File: config.mk
export PLATFORM = sky130hd
export DESIGN_NAME = wdl_top
export DESIGN_NICKNAME = d
export VERILOG_FILES = /design/src/logic/wdl_pkg.sv /design/src/logic/wdl_indicator.sv /design/src/logic/wdl_timer.sv /design/src/logic/wdl_top.sv
export SDC_FILE = /design/constraint.sdc
export NUM_CORES = 1
export LEC_CHECK = 0
export BUFFER_PORTS_ARGS = -buffer_cell sky130_fd_sc_hd__buf_2
export CAP_MARGIN = 40
export CORE_ASPECT_RATIO = 0.75
export CORE_MARGIN = 5
export CORE_UTILIZATION = 54
export CTS_CLUSTER_SIZE = 20
export DETAILED_ROUTE_END_ITERATION = 8
export PLACE_DENSITY = 0.77
export SETUP_SLACK_MARGIN = 0.05
export SYNTH_ARGS = -nofsm -noshare
export SYNTH_HDL_FRONTEND = slang
export SYNTH_SLANG_ARGS = --single-unit
File: constraint.sdc
create_clock -name clk_i -period 7.05 [get_ports clk_i]
set_input_delay 0.705 -clock clk_i [delete_from_list [all_inputs] [get_ports clk_i]]
set_output_delay 0.705 -clock clk_i [all_outputs]
set_load 0.05 [all_outputs]
File: src/logic/wdl_pkg.sv
`default_nettype none

package wdl_pkg;

  // ==========================================================================
  // Clock and time base
  // ==========================================================================
  localparam int unsigned CLK_PERIOD_NS = 40;
  localparam int unsigned MS_NS         = 1_000_000;
  localparam int unsigned MS_CYCLES     = (MS_NS + CLK_PERIOD_NS - 1) / CLK_PERIOD_NS;
  localparam int unsigned S_MS          = 1000;

  // ==========================================================================
  // I/O addresses
  // ==========================================================================
  localparam int unsigned IO_ADDR_W  = 16;
  localparam int unsigned IO_DATA_W  = 16;
  localparam logic [15:0] CTRL_ADDR  = 16'h0062;
  localparam logic [15:0] TRIG_ADDR  = 16'h0066;
  localparam logic [15:0] BATT_ADDR  = 16'h404D;
  localparam logic [15:0] LED_ADDR   = 16'h404E;

  // ==========================================================================
  // Control and status register fields
  // ==========================================================================
  localparam int unsigned CTRL_EN_BIT    = 0;
  localparam int unsigned CTRL_LONG_BIT  = 1;
  localparam int unsigned CTRL_SEL_BIT   = 2;
  localparam int unsigned CTRL_CODE_LSB  = 3;
  localparam int unsigned CTRL_CODE_MSB  = 5;
  localparam int unsigned CTRL_RED_BIT   = 6;
  localparam int unsigned CTRL_ALARM_BIT = 7;
  localparam logic [6:0]  CTRL_RESET     = 7'h00;
  localparam logic [7:0]  TRIG_READ_VAL  = 8'h00;

  // ==========================================================================
  // Indicator and battery registers
  // ==========================================================================
  localparam logic [15:0] LED_RESET    = 16'hFFFF;
  localparam int unsigned LED_COUNT    = 3;
  localparam int unsigned LED_HI_TOP   = 15;
  localparam int unsigned LED_LO_TOP   = 7;
  localparam int unsigned BATT_LVL_LSB = 6;

  // ==========================================================================
  // Nonvolatile RAM window
  // ==========================================================================
  localparam int unsigned NV_ADDR_W      = 19;
  localparam logic [31:0] NV_WINDOW_BYTES = 32'h0008_0000;

  // ==========================================================================
  // Timeout tables, milliseconds and seconds per code
  // ==========================================================================
  localparam logic [15:0] STD_MS [8] = '{16'd94, 16'd210, 16'd340, 16'd460,
                                         16'd590, 16'd710, 16'd840, 16'd960};
  localparam logic [15:0] LONG_S [8] = '{16'd2, 16'd4, 16'd6, 16'd8,
                                         16'd16, 16'd32, 16'd48, 16'd64};

  function automatic logic [15:0] timeout_ms(input logic long_i, input logic [2:0] code_i);
    logic [31:0] prod;
    prod = 32'(LONG_S[code_i]) * S_MS;
    timeout_ms = long_i ? prod[15:0] : STD_MS[code_i];
  endfunction

  typedef enum logic [1:0] {
    TM_IDLE = 2'b01,
    TM_RUN  = 2'b10
  } wdl_tstate_type;

endpackage

`default_nettype wire

File: src/logic/wdl_indicator.sv
`default_nettype none

module wdl_indicator (
  input  wire logic clk_i,
  input  wire logic reset_i,
  input  wire logic hi_bit_i,
  input  wire logic lo_bit_i,
  output logic      primary_o,
  output logic      yellow_o
);
  import wdl_pkg::*;

  // ==========================================================================
  // Colour decode, registered so the lamp drivers see no decode glitches
  // ==========================================================================
  typedef struct packed {
    logic primary;
    logic yellow;
  } wdl_ind_type;

  wdl_ind_type q, d;

  always_comb begin
    d.primary = ~hi_bit_i;
    d.yellow  = hi_bit_i & ~lo_bit_i;
  end

  always_ff @(posedge clk_i or posedge reset_i) begin
    if (reset_i) begin
      q <= '{primary: 1'b0, yellow: 1'b0};
    end else begin
      q <= d;
    end
  end

  assign primary_o = q.primary;
  assign yellow_o  = q.yellow;

endmodule

`default_nettype wire

File: src/logic/wdl_timer.sv
`default_nettype none

module wdl_timer #(
  parameter int unsigned MS_CYCLES_P = wdl_pkg::MS_CYCLES
) (
  input  wire logic       clk_i,
  input  wire logic       reset_i,
  input  wire logic       enable_i,
  input  wire logic       long_i,
  input  wire logic [2:0] code_i,
  input  wire logic       restart_i,
  output logic            running_o,
  output logic            expire_o
);
  import wdl_pkg::*;

  // ==========================================================================
  // State
  // ==========================================================================
  typedef struct packed {
    wdl_tstate_type state;
    logic [31:0]    presc;
    logic [15:0]    ticks;
    logic           expire;
  } wdl_timer_type;

  wdl_timer_type q, d;
  logic [15:0]   limit;

  // ==========================================================================
  // Counting
  // ==========================================================================
  always_comb begin
    limit    = timeout_ms(long_i, code_i);
    d        = q;
    d.expire = 1'b0;
    unique case (q.state)
      TM_IDLE: begin
        d.presc = '0;
        d.ticks = '0;
        if (enable_i) begin
          d.state = TM_RUN;
        end
      end
      TM_RUN: begin
        if (!enable_i) begin
          d.state = TM_IDLE;
          d.presc = '0;
          d.ticks = '0;
        end else if (restart_i) begin
          d.presc = '0;
          d.ticks = '0;
        end else if (q.presc == 32'(MS_CYCLES_P - 1)) begin
          d.presc = '0;
          // Restarts after expiry so a missed trigger keeps raising the alarm
          if (q.ticks == limit - 16'h0001) begin
            d.ticks  = '0;
            d.expire = 1'b1;
          end else begin
            d.ticks = q.ticks + 16'h0001;
          end
        end else begin
          d.presc = q.presc + 32'h0000_0001;
        end
      end
    endcase
  end

  always_ff @(posedge clk_i or posedge reset_i) begin
    if (reset_i) begin
      q <= '{state: TM_IDLE, presc: '0, ticks: '0, expire: 1'b0};
    end else begin
      q <= d;
    end
  end

  assign running_o = (q.state == TM_RUN);
  assign expire_o  = q.expire;

endmodule

`default_nettype wire

File: src/logic/wdl_top.sv
`default_nettype none

module wdl_top #(
  parameter int unsigned MS_CYCLES_P = wdl_pkg::MS_CYCLES
) (
  input  wire logic                              clk_i,
  input  wire logic                              reset_i,
  // Host I/O bus
  input  wire logic [wdl_pkg::IO_ADDR_W-1:0]     io_addr_i,
  input  wire logic                              io_rd_i,
  input  wire logic                              io_wr_i,
  input  wire logic [wdl_pkg::IO_DATA_W-1:0]     io_wdata_i,
  output logic      [wdl_pkg::IO_DATA_W-1:0]     io_rdata_o,
  output logic                                   io_ack_o,
  // Watchdog status
  output logic                                   wd_alarm_o,
  output logic                                   wd_running_o,
  output logic                                   red_alarm_indicator_o,
  // User indicators: 0 first, 1 fault, 2 service
  output logic      [wdl_pkg::LED_COUNT-1:0]     led_primary_o,
  output logic      [wdl_pkg::LED_COUNT-1:0]     led_yellow_o,
  // Battery monitor
  input  wire logic [1:0]                        batt_level_i,
  // Memory read window
  input  wire logic [31:0]                       nv_base_i,
  input  wire logic                              mem_rd_i,
  input  wire logic [31:0]                       mem_addr_i,
  output logic                                   mem_hit_o,
  output logic                                   mem_rvalid_o,
  output logic      [7:0]                        mem_rdata_o,
  // Nonvolatile RAM device side
  output logic                                   nv_rd_o,
  output logic      [wdl_pkg::NV_ADDR_W-1:0]     nv_addr_o,
  input  wire logic [7:0]                        nv_rdata_i
);
  import wdl_pkg::*;

  // ==========================================================================
  // State
  // ==========================================================================
  typedef struct packed {
    logic [6:0]           ctrl;
    logic                 alarm;
    logic [15:0]          led;
    logic [IO_DATA_W-1:0] rdata;
    logic                 ack;
    logic                 nv_rd;
    logic [NV_ADDR_W-1:0] nv_addr;
    logic                 mem_rvalid;
    logic [7:0]           mem_rdata;
  } wdl_top_type;

  wdl_top_type q, d;

  // ==========================================================================
  // Decode
  // ==========================================================================
  logic        wr_ctrl;
  logic        wr_led;
  logic        rd_any;
  logic        rd_trig;
  logic        mode_change;
  logic        enable_rise;
  logic        restart;
  logic        expire;
  logic        running;
  logic [31:0] nv_offset;
  logic        nv_hit;
  logic [7:0]  ctrl_view;
  logic [7:0]  batt_view;

  function automatic logic [IO_DATA_W-1:0] read_mux(input logic [IO_ADDR_W-1:0] addr,
                                                     input logic [7:0]           ctrl_v,
                                                     input logic [7:0]           batt_v,
                                                     input logic [15:0]          led_v);
    read_mux = '0;
    unique case (addr)
      CTRL_ADDR: read_mux = {8'h00, ctrl_v};
      TRIG_ADDR: read_mux = {8'h00, TRIG_READ_VAL};
      BATT_ADDR: read_mux = {8'h00, batt_v};
      LED_ADDR:  read_mux = led_v;
      default:   read_mux = '0;
    endcase
  endfunction

  always_comb begin
    wr_ctrl = io_wr_i && (io_addr_i == CTRL_ADDR);
    wr_led  = io_wr_i && (io_addr_i == LED_ADDR);
    rd_any  = io_rd_i && !io_wr_i;
    rd_trig = rd_any && (io_addr_i == TRIG_ADDR);
    // Only a real change restarts, so rewriting the same setup cannot mask a hang
    mode_change = wr_ctrl &&
                  (io_wdata_i[CTRL_CODE_MSB:CTRL_LONG_BIT] !=
                   q.ctrl[CTRL_CODE_MSB:CTRL_LONG_BIT]);
    enable_rise = wr_ctrl && io_wdata_i[CTRL_EN_BIT] && !q.ctrl[CTRL_EN_BIT];
    restart     = rd_trig || mode_change || enable_rise;
  end

  // ==========================================================================
  // Register views
  // ==========================================================================
  always_comb begin
    ctrl_view = {q.alarm, q.ctrl};
    batt_view = '0;
    batt_view[BATT_LVL_LSB +: 2] = batt_level_i;
  end

  // ==========================================================================
  // Memory window decode
  // ==========================================================================
  always_comb begin
    nv_offset = mem_addr_i - nv_base_i;
    nv_hit    = (mem_addr_i >= nv_base_i) && (nv_offset < NV_WINDOW_BYTES);
  end

  // ==========================================================================
  // Next state
  // ==========================================================================
  always_comb begin
    d            = q;
    d.ack        = 1'b0;
    d.nv_rd      = 1'b0;
    d.mem_rvalid = 1'b0;

    // Control register; the trigger port has no write path at all
    if (wr_ctrl) begin
      d.ctrl[CTRL_EN_BIT]                 = io_wdata_i[CTRL_EN_BIT];
      d.ctrl[CTRL_LONG_BIT]               = io_wdata_i[CTRL_LONG_BIT];
      d.ctrl[CTRL_SEL_BIT]                = io_wdata_i[CTRL_SEL_BIT];
      d.ctrl[CTRL_CODE_MSB:CTRL_CODE_LSB] = io_wdata_i[CTRL_CODE_MSB:CTRL_CODE_LSB];
      d.ctrl[CTRL_RED_BIT]                = io_wdata_i[CTRL_RED_BIT];
    end

    // Sticky alarm; a fresh expiry wins over an acknowledge in the same cycle
    if (expire) begin
      d.alarm = 1'b1;
    end else if (wr_ctrl && io_wdata_i[CTRL_ALARM_BIT]) begin
      d.alarm = 1'b0;
    end

    // Indicator register, reserved bits included
    if (wr_led) begin
      d.led = io_wdata_i;
    end

    // Read data for every mapped address, zero elsewhere
    if (rd_any) begin
      d.rdata = read_mux(io_addr_i, ctrl_view, batt_view, q.led);
      d.ack   = 1'b1;
    end
    if (io_wr_i) begin
      d.ack = 1'b1;
    end

    // Window read: address out, then data captured one cycle later
    if (mem_rd_i && nv_hit) begin
      d.nv_rd   = 1'b1;
      d.nv_addr = nv_offset[NV_ADDR_W-1:0];
    end
    if (q.nv_rd) begin
      d.mem_rvalid = 1'b1;
      d.mem_rdata  = nv_rdata_i;
    end
  end

  always_ff @(posedge clk_i or posedge reset_i) begin
    if (reset_i) begin
      q <= '{ctrl: CTRL_RESET, alarm: 1'b0, led: LED_RESET, rdata: '0, ack: 1'b0,
             nv_rd: 1'b0, nv_addr: '0, mem_rvalid: 1'b0, mem_rdata: '0};
    end else begin
      q <= d;
    end
  end

  // ==========================================================================
  // Timeout counter
  // ==========================================================================
  wdl_timer #(
    .MS_CYCLES_P (MS_CYCLES_P)
  ) u_timer (
    .clk_i     (clk_i),
    .reset_i   (reset_i),
    .enable_i  (q.ctrl[CTRL_EN_BIT]),
    .long_i    (q.ctrl[CTRL_LONG_BIT]),
    .code_i    (q.ctrl[CTRL_CODE_MSB:CTRL_CODE_LSB]),
    .restart_i (restart),
    .running_o (running),
    .expire_o  (expire)
  );

  // ==========================================================================
  // User indicators
  // ==========================================================================
  for (genvar i = 0; i < LED_COUNT; i++) begin : g_ind
    wdl_indicator u_ind (
      .clk_i     (clk_i),
      .reset_i   (reset_i),
      .hi_bit_i  (q.led[LED_HI_TOP - i]),
      .lo_bit_i  (q.led[LED_LO_TOP - i]),
      .primary_o (led_primary_o[i]),
      .yellow_o  (led_yellow_o[i])
    );
  end

  // ==========================================================================
  // Outputs
  // ==========================================================================
  assign io_rdata_o            = q.rdata;
  assign io_ack_o              = q.ack;
  assign wd_alarm_o            = q.alarm;
  assign wd_running_o          = running;
  assign red_alarm_indicator_o = q.ctrl[CTRL_RED_BIT];
  assign mem_hit_o             = mem_rd_i && nv_hit;
  assign mem_rvalid_o          = q.mem_rvalid;
  assign mem_rdata_o           = q.mem_rdata;
  assign nv_rd_o               = q.nv_rd;
  assign nv_addr_o             = q.nv_addr;

endmodule

`default_nettype wire
# After elaboration in Yosys (flattened, before gate mapping)
# Memory sizes are Yosys's and may differ from the RTL's.
# Cells that the tools add are included.
word_totals:
  romBits: 256
  latchBits: 0
  out_inout_bits: 56
  ff_bits: 127
  mem_count: 2
  ramBits: 0
mem_list:
  columns: ["memory", "depth", "word_bits", "rd", "rd_clocked_by_memory_dff", "wr", "line_no", "text"]
  rows:
  - ["(no name shown)", 8, 16, 1, 0, 0, "wdl_pkg.sv:62", "timeout_ms = long_i ? prod[15:0] : STD_MS[code_i];"]
  - ["(no name shown)", 8, 16, 1, 0, 0, "wdl_pkg.sv:61", "prod = 32'(LONG_S[code_i]) * S_MS;"]
op_classes:
  shift: 0
  bitwise_logic: 10
  eq_ne: 12
  mul: 1
  addsub: 4
  muxes: 24
  n_div: 0
  reduce_logical: 16
  order_cmp: 3
op_table:
  columns: ["op", "count"]
  rows:
  - ["$pmux 50 s2", 1]
  - ["$mux 16", 6]
  - ["$mux 48", 2]
  - ["$pmux 16 s3", 1]
  - ["$add 32x1->32 const B", 1]
  - ["$eq 16x15->1 const B", 2]
  - ["$eq 16x7->1 const B", 2]
  - ["$eq 32x15->1 const B", 1]
  - ["$ge 32x32->1", 1]
  - ["$lt 32x20->1 const B", 1]
  - ["$mux 32", 1]
  - ["$sub 32x32->32", 1]
  - ["$mux 20", 1]
  - ["$mux 17", 1]
  - ["$add 16x1->16 const B", 1]
  - ["$eq 16x16->1", 1]
  - ["$mul 16x7->13 const B", 1]
  - ["$sub 16x1->16 const B", 1]
  - ["$logic_and 1x1->1", 10]
  - ["$mux 9", 1]
  - ["$mux 1", 8]
  - ["$not 1->1", 6]
  - ["$ne 5x5->1", 1]
  - ["$ge 4x4->1 const B", 1]
  - ["11 further kinds", 17]

# Logic depth before layout (Yosys ltp)
depth:
  ltp_word: 13
  ltp_mapped: 21
  depth_no_buf: 20

# Modules after synthesis
# From an unflattened synthesis, not the netlist that was laid out.
hier_totals:
  hier_cells: 1115
  area_unflattened_um2: 9974.6
modules_own_cells:
  columns: ["module", "area_each_um2", "instances", "cells_per_inst", "seq_area_each_um2"]
  rows:
  - ["wdl_top", 5427.7, 1, 600, 1771.7]
  - ["wdl_timer", 4332.9, 1, 500, 1277.5]
  - ["wdl_indicator", 71.3, 3, 5, 50.0]

# Least setup slack after synthesis
# Ideal clock, no wire load.
synth_timing:
  path_kind: "reg-to-reg"
  startpoint: "reg q (netlist bit ctrl_view[3])"
  endpoint: "reg u_timer.q[10] in the netlist's numbering"
  setup_ps: 128
  slack_ps: 1051
  stages_incl_launch_ff: 21
  t_arrival_ps: 5871
  period_less_slack_ps: 5999
  path_cell_list: "dfrtp_1 -> buf_1 -> inv_1 -> ha_1 -> nor2_1 -> ha_1 -> ha_1 -> inv_1 -> fa_1 -> inv_1 -> fa_1 -> ha_1 -> and3_1 -> a221oi_2 -> mux2i_1 -> a211o_1 -> or4b_2 -> a2bb2oi_1 -> o2111ai_2 -> o21bai_2 -> nor2_1"
synth_via:
  elab_chain_len: 13
  word_cells_on_any_way: 21
synth_rtl:
  columns: ["element", "line_no", "text"]
  rows:
  - ["from (decl)", "wdl_top.sv:53", "wdl_top_type q, d;"]
  - ["from (signal assigned)", "wdl_top.sv:168", "q <= '{ctrl: CTRL_RESET, alarm: 1'b0, led: LED_RESET, rdata: '0, ack: 1'b0,"]
  - ["$not 3->4 (implied by the code)", "wdl_pkg.sv:61, wdl_pkg.sv:62", null]
  - ["$mem_v2 8x16", null, null]
  - ["$mux 16 (implied by the code) (2 in series)", "wdl_pkg.sv:61", null]
  - ["$mul 16x7->13", "wdl_pkg.sv:61", null]
  - ["$mux 16", "wdl_pkg.sv:62", null]
  - ["$sub 16x1->16", "wdl_timer.sv:56", "if (q.ticks == limit - 16'h0001) begin"]
  - ["$eq 16x16->1", "wdl_timer.sv:56", null]
  - ["$mux 16", "wdl_timer.sv:56", null]
  - ["$mux 17", "wdl_timer.sv:53", "end else if (q.presc == 32'(MS_CYCLES_P - 1)) begin"]
  - ["$mux 48", "wdl_timer.sv:50", "end else if (restart_i) begin"]
  - ["$mux 48", "wdl_timer.sv:46", "if (!enable_i) begin"]
  - ["$pmux 50 s2", "wdl_timer.sv:37", "unique case (q.state)"]
  - ["to (signal assigned)", "wdl_timer.sv:71", "q <= '{state: TM_IDLE, presc: '0, ticks: '0, expire: 1'b0};"]
  - ["to (decl)", "wdl_timer.sv:27", "wdl_timer_type q, d;"]
# Several ways; a longest one is shown, not always the timed one. The select of a mux whose other input is x is not followed.
# A chain may end at the register's enable or synchronous reset.

# Worst setup path in the final report
layout_timing:
  startpoint: "reg q (netlist bit ctrl_view[4])"
  endpoint: "reg u_timer.q[9] in the netlist's numbering"
# Same word-level chain as after synthesis.

==> impl_metrics.csv <==
group,metric,value,unit
clock_tree,ctsLongestPathBuffers,2,
timing,maxSlewHeadroom,46.4,%
timing,period_minus_slack,6.55,ns
critical_path,r2r_cells,18,
logic_synthesis,synth.yosys.warnings,0,
die,ios,167,
placement,gp_congestion,0.911,
critical_path,endpoint,"u_timer.q[9]$_DFFE_PP0P_",
die,die_area,0.0213,mm2
finish,utilization,61.2,%
finish,area_growth,12.5,%
placement,hpwl,17.4,mm
logic_synthesis,synth_area_per_cell,9.02,um2
power_and_ir_drop,max-vdd-ir-drop,161,uV
logic_synthesis,synth_edf_count,0,
die,coreArea,0.0183,mm2
finish,nNetsFinal,1408,
route,routed_wl,22.8,mm
power_and_ir_drop,p_leak,5.41,nW
finish,final_cell_mix,"buf_2 (166), nor2_1 (119), dfrtp_1 (110)",
timing,rsz0062_at_grt,"no",
critical_path,path_max_fanout,14,
timing,tns,0,ns
timing,fin_worst_skew,0.0171,ns
power_and_ir_drop,totalPowerFinal,1.92,mW
finish,antennaDiodeCount,0,
timing,drv_slew,0,
finish,final_common_cell,"buf_2",
timing,finalHoldViolations,0,
global_routing,antenna_found_initial,0,
clock_tree,clockRootBuffer,"clkbuf_16",
global_routing,track_usage,21.6,%
logic_synthesis,synth_nets,1297,
die,start_util,54.4,%
outcome,outcome,"complete, no violations",
route,initialDrtViolationCount,617,
critical_path,startpoint,"ctrl_view[4]$_DFFE_PP0P_",
critical_path,reg2reg_to,"u_timer.q[9]$_DFFE_PP0P_",
global_routing,grt_pass1_wl,39.0,mm
clock_tree,clkSlewWorstSetupHoldPaths,0.07,ns
critical_path,worstSetupStartpointType,"flop",
logic_synthesis,yosysUniqueCellTypes,90,
clock_tree,insertion_delay,0.42,ns
worst_hold_path,worst_hold_path_type,"primary input to async pin",
route,num_vias,8387,
route,drc,0,
critical_path,r2r_slack,0.50,ns
timing,tightestPinTransition,0.803,ns
finish,multiInputGateArea,0.00592,mm2
critical_path,worstSetupPathType,"flop to flop",
finish,seqCellArea,0.00320,mm2
finish,nFillCells,1535,
global_routing,grt_overflow_total,0,
logic_synthesis,synthesis.area,0.00999,mm2
clock_tree,cts_buffers,17,
die,die_h,128,um
logic_synthesis,synthArstFlopShare,100,%
route,routed_via_density,5.67,
power_and_ir_drop,pwr_density_cell,171,mW/mm2
global_routing,grt_max_degree,65,
timing,setup_violations,0,
global_routing,first_global_vias,8173,
flow_run,maxCapViolCount,0,
route,wl_per_cell,15.4,um
critical_path,end_kind,"flop",
logic_synthesis,synth-main-ff-cell,"dfrtp_1",
timing,timing.fmax,153,MHz
clock_tree,tritoncts,"yes",
logic_synthesis,synth_cells,1107,
clock_tree,h-tree-depth,4,
logic_synthesis,seq_area_frac_synth,32.0,%
route,first_pass_iters,5,
logic_synthesis,synth.ff_latch_count,127,
clock_tree,cts_sinks,127,
placement,portBuffers,166,
critical_path,worstPathArrival,6.84,ns
critical_path,worstReg2RegStart,"ctrl_view[4]$_DFFE_PP0P_",
finish,drive_gt1_share,24.8,%
timing,min_period_over_period,93.0,%
critical_path,crit_required,7.33,ns
die,num_rows,43,
route,antenna_left,0,
die,die_x,167,um
kinds of logic (layout without fill, tap and decap cells):
family	after synthesis	after routing	synth area share [%]
buffers and inverters	170	294	8.78
AND/OR/NAND/NOR	384	384	19.1
AO/OA/AOI/OAI	201	201	14.4
flip-flops	127	127	32.0
multiplexers	58	58	6.70
XOR/XNOR	87	87	8.18
adder cells (fa/ha/maj)	79	79	10.8
other	1	1	0.0375
layer usage:
metal	track usage, %	wire length (um)
met1	30.4	10900
met2	34.6	10300
met3	4.35	1390
met4	5.24	282
met5	0	0
worst min-delay path by stage:
stage	slack, ns	startpoint	depth (start not counted)	end
after detailed placement	0.45	u_timer.expire_o$_DFF_PP0_	1	wd_alarm_o$_DFFE_PP0P_
final	0.35	reset_i	2	mem_rvalid_o$_DFF_PP0_
after global placement	0.43	u_timer.expire_o$_DFF_PP0_	1	wd_alarm_o$_DFFE_PP0P_
after floorplan	0.40	u_timer.expire_o$_DFF_PP0_	1	wd_alarm_o$_DFFE_PP0P_
after global routing	0.42	reset_i	2	mem_rdata_o[3]$_DFFE_PP0P_
after CTS	0.38	reset_i	2	mem_rdata_o[4]$_DFFE_PP0P_
cells in the mapped netlist, drive strengths merged, types with 7 or more instances:
| cell | instances | area share [%] |
|---|---|---|
| nand2b | 15 | 0.94 |
| clkbuf | 22 | 1.0 |
| nand4 | 20 | 1.3 |
| a211oi | 8 | 0.60 |
| nand2 | 86 | 3.2 |
| o211ai | 18 | 1.4 |
| nand3 | 41 | 2.1 |
| inv | 86 | 3.2 |
| mux2 | 47 | 5.6 |
| a21boi | 8 | 0.60 |
| nor3b | 7 | 0.53 |
| a21oi | 44 | 2.4 |
| a221oi | 8 | 0.76 |
| and3 | 9 | 0.56 |
| o21a | 9 | 0.75 |
| and2 | 8 | 0.53 |
| xnor2 | 48 | 4.2 |
| nor3 | 22 | 1.1 |
| nor2 | 119 | 4.5 |
| a21o | 13 | 0.99 |
| o21ai | 37 | 1.9 |
| fa | 12 | 2.4 |
| mux2i | 11 | 1.1 |
| xor2 | 35 | 3.1 |
| buf | 61 | 4.5 |
| o2111ai | 7 | 0.68 |
| dfstp | 17 | 4.5 |
| nor2b | 8 | 0.50 |
| dfrtp | 110 | 28 |
| ha | 67 | 8.4 |
| nor4 | 20 | 1.4 |
worst max-delay path, cell delays in order (launching register included):
cell and delay [ns]:
dfrtp_1 0.62, ha_1 0.38, nor2_1 0.44, ha_1 0.35
ha_1 0.30, inv_1 0.06, fa_1 0.55, inv_1 0.06
fa_1 0.48, ha_1 0.39, nor2_1 0.06, o31ai_1 0.55
a21oi_1 0.19, a31oi_1 0.34, or4b_2 0.64, a2bb2oi_1 0.19
o2111ai_2 0.33, o21bai_2 0.39, nor2_1 0.09
layout make-up:
cell class | count | share of cell area, %
multi-input cells | 810 | 52.7
flip-flops and latches | 127 | 28.5
repair buffers | 175 | 8.03
clock buffers | 17 | 3.79
inverters | 87 | 2.95
well taps | 247 | 2.75
clock inverters | 15 | 1.29
metrics by stage:
step	std cells	worst slack, ns	cell area (um2)	hold WS, ns
global route	1478	0.0617	11200	0.416
CTS	1478	0.544	11200	0.375
detailed placement	1446	0.548	10700	0.445
finish	1478	0.496	11200	0.352
global placement	1444	0.747	10600	0.430
floorplan	1107	1.05	9990	0.404
sequential cells by signal, indices dropped and copies added (netlist names):
register / count
g_ind.u_ind.yellow_o: 3
io_rdata_o: 16
ctrl_view: 6
nv_addr_o: 19
g_ind.u_ind.primary_o: 3
nv_rd_o: 1
q: 16
io_ack_o: 1
u_timer.expire_o: 1
u_timer.q: 50
red_alarm_indicator_o: 1
mem_rvalid_o: 1
mem_rdata_o: 8
wd_alarm_o: 1
report_power, final:
part           internal (mW)  leakage, nW  switching [mW]
clock                  0.467        0.272           0.376
combinational          0.128         3.47           0.197
sequential             0.743         1.67         0.00572
repair_timing:
item                       CTS  global route
resized for setup            0             2
setup endpoints to repair    0            16
setup buffers                0             0
hold buffers                 0             0
(Power assumes the default switching activity.)
